`config.mk`:
```
export PLATFORM = sky130hd
export DESIGN_NAME = nnpe_exec
export DESIGN_NICKNAME = d
export VERILOG_FILES = /design/src/nnpe_neg_alu.v /design/src/nnpe_exec.v
export VERILOG_INCLUDE_DIRS = /design/src
export SDC_FILE = /design/constraint.sdc
export NUM_CORES = 1
export LEC_CHECK = 0
export BUFFER_PORTS_ARGS = -buffer_cell sky130_fd_sc_hd__buf_2
export CORE_MARGIN = 2
export CORE_UTILIZATION = 36
export DETAILED_ROUTE_END_ITERATION = 12
export HOLD_SLACK_MARGIN = 0.15
export PLACE_DENSITY = 0.51
export SYNTH_ARGS = -nofsm -noshare
export SYNTH_HDL_FRONTEND = slang
export SYNTH_SLANG_ARGS = --single-unit
```
`constraint.sdc`:
```
create_clock -name sys_clk -period 3.9 [get_ports sys_clk]
set_input_delay 0 -clock sys_clk [delete_from_list [all_inputs] [get_ports sys_clk]]
set_output_delay 0 -clock sys_clk [all_outputs]
set_load 0.01 [all_outputs]
```
`src/nnpe_defines.vh`:
```
// constants for the negate / no-op / pop execution block
// What this block does
// - negate writes two's complement of file register, sets negative, wrap, carry, nibble carry, zero
// - access bit zero maps address into access bank; one uses bank select
// - extended set, access zero, address at most 5Fh: indexed literal offset addressing
// - all-zero word or top nibble 1111 is a no-op changing nothing
// - pop word discards stack head in third phase; next entry becomes head
`ifndef NNPE_DEFINES_VH
`define NNPE_DEFINES_VH
`define NNPE_NEG_OPC       7'h36
`define NNPE_NEG_OPC_HI    15
`define NNPE_NEG_OPC_LO    9
`define NNPE_ACC_BIT       8
`define NNPE_NOP_ZERO      16'h0000
`define NNPE_NOP_NIB       4'hF
`define NNPE_POP_WORD      16'h0006
`define NNPE_IDX_MAX       8'h5F
`define NNPE_ACC_SPLIT     8'h60
`define NNPE_ACC_HI_BANK   4'hF
`define NNPE_STK_DEPTH     31
`define NNPE_PTR_W         5
`define NNPE_PTR_FULL      5'h1F
`define NNPE_PC_W          21
`define NNPE_Q1            2'd0
`define NNPE_Q2            2'd1
`define NNPE_Q3            2'd2
`define NNPE_Q4            2'd3
`define NNPE_FLAG_N        4
`define NNPE_FLAG_WRAP     3
`define NNPE_FLAG_Z        2
`define NNPE_FLAG_NIB      1
`define NNPE_FLAG_C        0
`endif

```
`src/nnpe_neg_alu.v`:
```
// combinational two's complement negate with status flags
`timescale 1ns/100ps
`default_nettype none
`include "nnpe_defines.vh"
module nnpe_neg_alu (
   input  wire [7:0] operand,
   output wire [7:0] result,
   output wire [4:0] flags
);
   wire [8:0] full_sum;
   wire [4:0] low_sum;
   // negate as ~f + 1 so carry and nibble carry follow the adder
   assign full_sum = {1'b0, ~operand} + 9'h001;
   assign low_sum  = {1'b0, ~operand[3:0]} + 5'h01;
   assign result   = full_sum[7:0];
   assign flags[`NNPE_FLAG_N]    = full_sum[7];
   assign flags[`NNPE_FLAG_WRAP] = operand[7] & full_sum[7];
   assign flags[`NNPE_FLAG_Z]    = (full_sum[7:0] == 8'h00);
   assign flags[`NNPE_FLAG_NIB]  = low_sum[4];
   assign flags[`NNPE_FLAG_C]    = full_sum[8];
endmodule
`default_nettype wire

```
`src/nnpe_exec.v`:
```
// execution of negate, no-op and pop instructions over four Q phases
`timescale 1ns/100ps
`default_nettype none
`include "nnpe_defines.vh"
module nnpe_exec (
   input  wire                    sys_clk,
   input  wire                    srst,
   input  wire                    clk_en,
   input  wire                    instr_valid,
   input  wire [15:0]             instr_word,
   input  wire                    ext_set_en,
   input  wire [3:0]              bank_select_reg,
   input  wire [11:0]             idx_base,
   input  wire [7:0]              file_rd_data,
   input  wire [4:0]              status_in,
   input  wire [`NNPE_PC_W-1:0]   stack_push_data,
   input  wire                    stack_push,
   output reg  [1:0]              q_phase_ff,
   output reg  [11:0]             file_addr_ff,
   output reg                     file_rd_ff,
   output reg                     file_wr_ff,
   output reg  [7:0]              file_wr_data_ff,
   output reg                     status_wr_ff,
   output reg  [4:0]              status_out_ff,
   output reg  [`NNPE_PC_W-1:0]   return_stack_head_ff,
   output reg  [`NNPE_PTR_W-1:0]  stack_ptr_ff,
   output reg                     stack_underflow_ff,
   output reg                     instr_done_ff
);
   localparam OP_NONE = 2'd0;
   localparam OP_NEG  = 2'd1;
   localparam OP_NOP  = 2'd2;
   localparam OP_POP  = 2'd3;

   ////////////////////////////////////////////////////////////////////
   reg [1:0]              op_ff;
   reg [7:0]              operand_ff;
   reg [7:0]              result_ff;
   reg [4:0]              flags_ff;
   reg [`NNPE_PC_W-1:0]   stack_mem [0:`NNPE_STK_DEPTH-1];
   reg [1:0]              nxt_op;
   reg [11:0]             nxt_addr;
   wire [7:0]             neg_result;
   wire [4:0]             neg_flags;
   reg [1:0]              nxt_phase;
   reg [`NNPE_PTR_W-1:0]  nxt_ptr;
   reg [`NNPE_PC_W-1:0]   nxt_head;
   reg                    nxt_underflow;
   wire                   take;
   wire                   push_go;
   wire                   pop_go;

   // file address generation for the negate operand
   function [11:0] map_addr;
      input [7:0]  f;
      input        a;
      input        ext;
      input [3:0]  bank;
      input [11:0] base;
      begin
         if (a)
            map_addr = {bank, f};
         else if (ext && (f <= `NNPE_IDX_MAX))
            map_addr = base + {4'h0, f};
         else if (f < `NNPE_ACC_SPLIT)
            map_addr = {4'h0, f};
         else
            map_addr = {`NNPE_ACC_HI_BANK, f};
      end
   endfunction

   // stack pointer arithmetic shared by push and pop
   function [`NNPE_PTR_W-1:0] ptr_step;
      input [`NNPE_PTR_W-1:0] ptr;
      input                   up;
      begin
         if (up)
            ptr_step = ptr + 5'd1;
         else
            ptr_step = ptr - 5'd1;
      end
   endfunction

   nnpe_neg_alu u_alu (
      .operand (operand_ff),
      .result  (neg_result),
      .flags   (neg_flags)
   );

   ////////////////////////////////////////////////////////////////////
   always @* begin
      nxt_op = OP_NONE;
      if (instr_word == `NNPE_POP_WORD)
         nxt_op = OP_POP;
      else if (instr_word == `NNPE_NOP_ZERO || instr_word[15:12] == `NNPE_NOP_NIB)
         nxt_op = OP_NOP;
      else if (instr_word[`NNPE_NEG_OPC_HI:`NNPE_NEG_OPC_LO] == `NNPE_NEG_OPC)
         nxt_op = OP_NEG;
      nxt_addr = map_addr(instr_word[7:0], instr_word[`NNPE_ACC_BIT], ext_set_en,
                          bank_select_reg, idx_base);
   end

   ////////////////////////////////////////////////////////////////////
   // only a Q1 edge that the enable lets through takes a word
   assign take    = clk_en && (q_phase_ff == `NNPE_Q1) && instr_valid;
   // pushes wait for an idle Q2, so they never race a pop
   assign push_go = clk_en && (q_phase_ff == `NNPE_Q2) && (op_ff == OP_NONE) && stack_push;
   assign pop_go  = clk_en && (q_phase_ff == `NNPE_Q3) && (op_ff == OP_POP);

   always @* begin
      nxt_phase = q_phase_ff;
      if (clk_en)
         nxt_phase = q_phase_ff + 2'd1;
   end

   ////////////////////////////////////////////////////////////////////
   // unrecognised words still take a cycle but, unlike a no-op, raise no done pulse in Q4
   always @(posedge sys_clk) begin
      if (srst) begin
         q_phase_ff <= `NNPE_Q1;
         op_ff      <= OP_NONE;
      end else begin
         q_phase_ff <= nxt_phase;
         if (take)
            op_ff <= nxt_op;
         else if (clk_en && q_phase_ff == `NNPE_Q1)
            op_ff <= OP_NONE;
      end
   end

   ////////////////////////////////////////////////////////////////////
   always @* begin
      nxt_ptr       = stack_ptr_ff;
      nxt_head      = return_stack_head_ff;
      nxt_underflow = stack_underflow_ff;
      if (push_go) begin
         // a full stack keeps its depth and only the head is replaced
         if (stack_ptr_ff != `NNPE_PTR_FULL)
            nxt_ptr = ptr_step(stack_ptr_ff, 1'b1);
         nxt_head = stack_push_data;
      end else if (pop_go) begin
         if (stack_ptr_ff != {`NNPE_PTR_W{1'b0}}) begin
            nxt_ptr  = ptr_step(stack_ptr_ff, 1'b0);
            nxt_head = stack_mem[ptr_step(stack_ptr_ff, 1'b0)];
         end else begin
            // empty stack: head cleared, flag kept sticky until reset
            nxt_head      = {`NNPE_PC_W{1'b0}};
            nxt_underflow = 1'b1;
         end
      end
   end

   always @(posedge sys_clk) begin
      if (srst) begin
         return_stack_head_ff <= {`NNPE_PC_W{1'b0}};
         stack_ptr_ff         <= {`NNPE_PTR_W{1'b0}};
         stack_underflow_ff   <= 1'b0;
      end else if (clk_en) begin
         return_stack_head_ff <= nxt_head;
         stack_ptr_ff         <= nxt_ptr;
         stack_underflow_ff   <= nxt_underflow;
      end
   end

   // entries carry no reset; only slots below the pointer are ever read
   always @(posedge sys_clk) begin
      if (!srst && push_go && stack_ptr_ff != `NNPE_PTR_FULL)
         stack_mem[stack_ptr_ff] <= return_stack_head_ff;
   end

   ////////////////////////////////////////////////////////////////////
   always @(posedge sys_clk) begin
      if (srst) begin
         operand_ff      <= 8'h00;
         result_ff       <= 8'h00;
         flags_ff        <= 5'h00;
         file_addr_ff    <= 12'h000;
         file_rd_ff      <= 1'b0;
         file_wr_ff      <= 1'b0;
         file_wr_data_ff <= 8'h00;
         status_wr_ff    <= 1'b0;
         status_out_ff   <= 5'h00;
         instr_done_ff   <= 1'b0;
      end else if (clk_en) begin
         file_rd_ff    <= 1'b0;
         file_wr_ff    <= 1'b0;
         status_wr_ff  <= 1'b0;
         instr_done_ff <= 1'b0;
         case (q_phase_ff)
            `NNPE_Q1: begin
               if (take && nxt_op == OP_NEG) begin
                  file_addr_ff <= nxt_addr;
                  file_rd_ff   <= 1'b1;
               end
            end
            `NNPE_Q2: begin
               if (op_ff == OP_NEG)
                  operand_ff <= file_rd_data;
            end
            `NNPE_Q3: begin
               if (op_ff == OP_NEG) begin
                  result_ff <= neg_result;
                  flags_ff  <= neg_flags;
               end
            end
            `NNPE_Q4: begin
               instr_done_ff <= (op_ff != OP_NONE);
               if (op_ff == OP_NEG) begin
                  file_wr_ff      <= 1'b1;
                  file_wr_data_ff <= result_ff;
                  status_wr_ff    <= 1'b1;
                  status_out_ff   <= flags_ff;
               end else begin
                  // other words hand the flags on untouched
                  status_out_ff   <= status_in;
               end
            end
            default: begin
               file_rd_ff <= 1'b0;
            end
         endcase
      end
   end
endmodule
`default_nettype wire

```
==> reports/results.txt <==
GR Util All Layers -> 19.0%
worst reg2reg path startpoint -> stack_ptr_ff[0]$_SDFFE_PP0P_
largest net degree at the start of global routing -> 85
top-count cell post-synth -> edfxtp_1
ratio of final minimum period to clock period -> 90.5%
DRT Wirelength -> 78,300 µm
Arr. time, crit path -> 4050 ps
Cell Area, Synth -> 0.0291 mm²
Setup crit start -> stack_ptr_ff[0]$_SDFFE_PP0P_
H-tree depth -> 3
crit end category -> flop
HPWL Detailed -> 46,100 µm
clk slew on worst S/H paths -> 60 ps
max-slew violation count -> 0
Die Area -> 0.0830 mm²
GRT busiest layer -> met2
diodes inserted -> 0
DRC Markers -> 0
top-area cell type share of the netlist area -> 67.3%
fraction of registers with async set/reset -> 0%
Post-DRT Antenna Nets -> 0
Clock Tree Root -> clkbuf_16
WS Path Type -> reg2reg
Post-DP Area -> 0.0315 mm²
Critical Path RT -> 4420 ps
net count after synthesis -> 1,821
Synth Instances -> 1,728
EDFF count, synth -> 651
Leakage -> 11.7 nW
initial antenna violation count -> 1
RSZ-0062 raised after global routing -> no
outcome -> finished, final reports clean
Final GP Congestion -> 0.834
Post-Synth XOR/XNOR Area -> 0.564%
Hold/Removal Path Class -> in2reg
Seq/Total Area, Yosys -> 72.7%
met3 usage -> 3.36%
clock skew -> 32.2 ps
Initial Util -> 36.2%
max_cap viols -> 0
vias -> 16,800
vias in the first global route -> 17,400
met1 global-route usage -> 26.3%
Iteration-0 DRC Markers -> 1,270
post-synthesis mux area share -> 13.0%
hold path start -> stack_push_data[17]
Simple-Gate Fraction of Synth Area -> 6.11%
chip height -> 288 µm
worst skew pair latency -> 640 ps
Post-Synth Adder-Cell Area -> 0.930%
Syn-to-layout area delta -> 20.5%
pwr dens -> 490 mW/mm²
Die Wd -> 288 µm
# fillers -> 7,044
nets@finish -> 2,115
cts bufs inserted -> 80
CTS tree -> built
Core Area -> 0.0803 mm²
Port Buffer Count -> 129
number of post-CTS setup repair buffers -> 0
Synth Area in Compound Gates -> 5.02%
# IOs -> 130
cell taking the most area after synthesis -> edfxtp_1
crit path max fanout -> 29
Crit-path slowest cell -> dfxtp_4
fin area -> 0.0350 mm²
crit-path cells -> inv_1 > ha_4 > buf_12 > buf_4 > mux4_2 > nand2_1 > a21oi_1 > nor2_1 > a211oi_1
max_slew headroom -> 11.3%
gr ovfl total -> 0
Netlist cell types -> 55
largest family of logic cells by synthesized area -> multiplexers
#FFs+latches synth -> 730
flip-flop and latch area -> 0.0211 mm²
clock sinks -> 730
row count -> 104
setup TNS -> 0 ps
Tmin final -> 3530 ps
wire per inst -> 24.9 µm
Yosys warning total -> 0
startpoint types -> flop
layout cells sized above 1 -> 24.8%
Fmax -> 0.283 GHz
max incr delay on CP -> 680 ps
Final Hold Vio Count -> 0
post-CTS sizing -> 0
synth cell count leaders -> edfxtp_1 (651), nand2_1 (182), mux4_2 (149)
multi-input logic area -> 0.00758 mm²
CTS max path bufs -> 3
Via density -> 5.34
First-pass DRT Iterations -> 5
first-pass GRT wire length -> 116,000 µm
top_reg_cell synth -> edfxtp_1
met2 usage -> 31.1%
maximum VDD drop -> 0.000280 V
final setup violating endpoints -> 0
worst slew pin tran -> 1330 ps
syn_area_per_cell -> 16.8 µm²
Synth area leaders -> edfxtp_1 (67%), mux4_2 (12%), dfxtp_1 (5.4%)
-- final cells by class --
class | instances | area share (%)
well taps | 1060 | 3.79
multi-input cells | 885 | 21.6
flip-flops and latches | 730 | 60.3
clock inverters | 38 | 1.05
clock buffers | 109 | 6.33
inverters | 16 | 0.171
repair buffers | 309 | 6.72
-- path summary, 6_finish.rpt --
kind	end	slack [ps]	depth (start not counted)
setup / recovery	return_stack_head_ff[9]$_SDFFE_PP0P_	370	9
hold / removal	return_stack_head_ff[17]$_SDFFE_PP0P_	160	5
setup reg to reg	return_stack_head_ff[9]$_SDFFE_PP0P_	370	9
hold reg to reg	file_wr_data_ff[0]$_SDFFE_PP0P_	450	2
-- where the power goes --
group / internal (mW) / switching (mW)
combinational: 0.484 / 0.706
clock: 4.33 / 3.06
sequential: 8.51 / 0.0735
total: 13.3 / 3.84
-- timing repair --
item	in CTS	in global routing
setup endpoints to repair	0	1
hold endpoints to repair	62	2
hold buffers	94	5
-- stage by stage --
step	cells	hold WS [ps]	total power, mW	setup slack [ps]	util [%]
after global placement	2902	254	9.90	357	39.2
final	3147	164	17.2	372	43.6
after floorplan	1728	136	9.42	735	-
after global routing	3147	196	17.8	194	43.6
after detailed placement	2902	263	9.90	330	39.2
after CTS	3143	163	17.4	70.6	43.6
-- critical path, delay by kind of cell (launching register included) --
kind                     cells  cell delay [ps]
flip-flops                   1              680
buffers and inverters        3              880
adder cells (fa/ha/maj)      1              640
AO/OA/AOI/OAI                2              630
multiplexers                 1              270
AND/OR/NAND/NOR              2              280
-- kinds of logic (layout without fill, tap and decap cells) --
group           after synthesis  after routing
flops                       730            730
simple gates                412            412
compound gates              243            243
mux                         192            192
buf+inv                     113            472
fa+ha+maj                    21             21
xor+xnor                     17             17
-- layout by cell type, fill, tap and decap left out, types with 29 or more instances in the layout --
cell type / Yosys / routed
nand3_1: 29 / 29
buf_4: 6 / 73
o21ai_0: 56 / 55
dfxtp_1: 79 / 78
dlygate4sd3_1: 0 / 98
mux4_2: 149 / 149
a21oi_1: 88 / 88
nor2_1: 134 / 102
nand2_1: 182 / 182
clkbuf_16: 0 / 81
mux2i_1: 43 / 43
buf_2: 27 / 129
nor2_2: 0 / 32
edfxtp_1: 651 / 651
-- metal layers --
metal / wire, µm / up-vias
met4: 1720 / 2
met2: 37300 / 508
met3: 4530 / 95
met5: 8 / -
li1: - / 7375
met1: 34700 / 8817
-- flip-flops by register name, summed over array words and instances, names as in the netlist --
signal and cells:
file_addr_ff 12, return_stack_head_ff 21, stack_underflow_ff 1, q_phase_ff 2
stack_ptr_ff 5, status_out_ff 5, file_wr_data_ff 8, flags_ff 4
status_wr_ff 1, file_rd_ff 1, result_ff 8, operand_ff 8
instr_done_ff 1, op_ff 2, stack_mem 651
(Power assumes the default switching activity.)
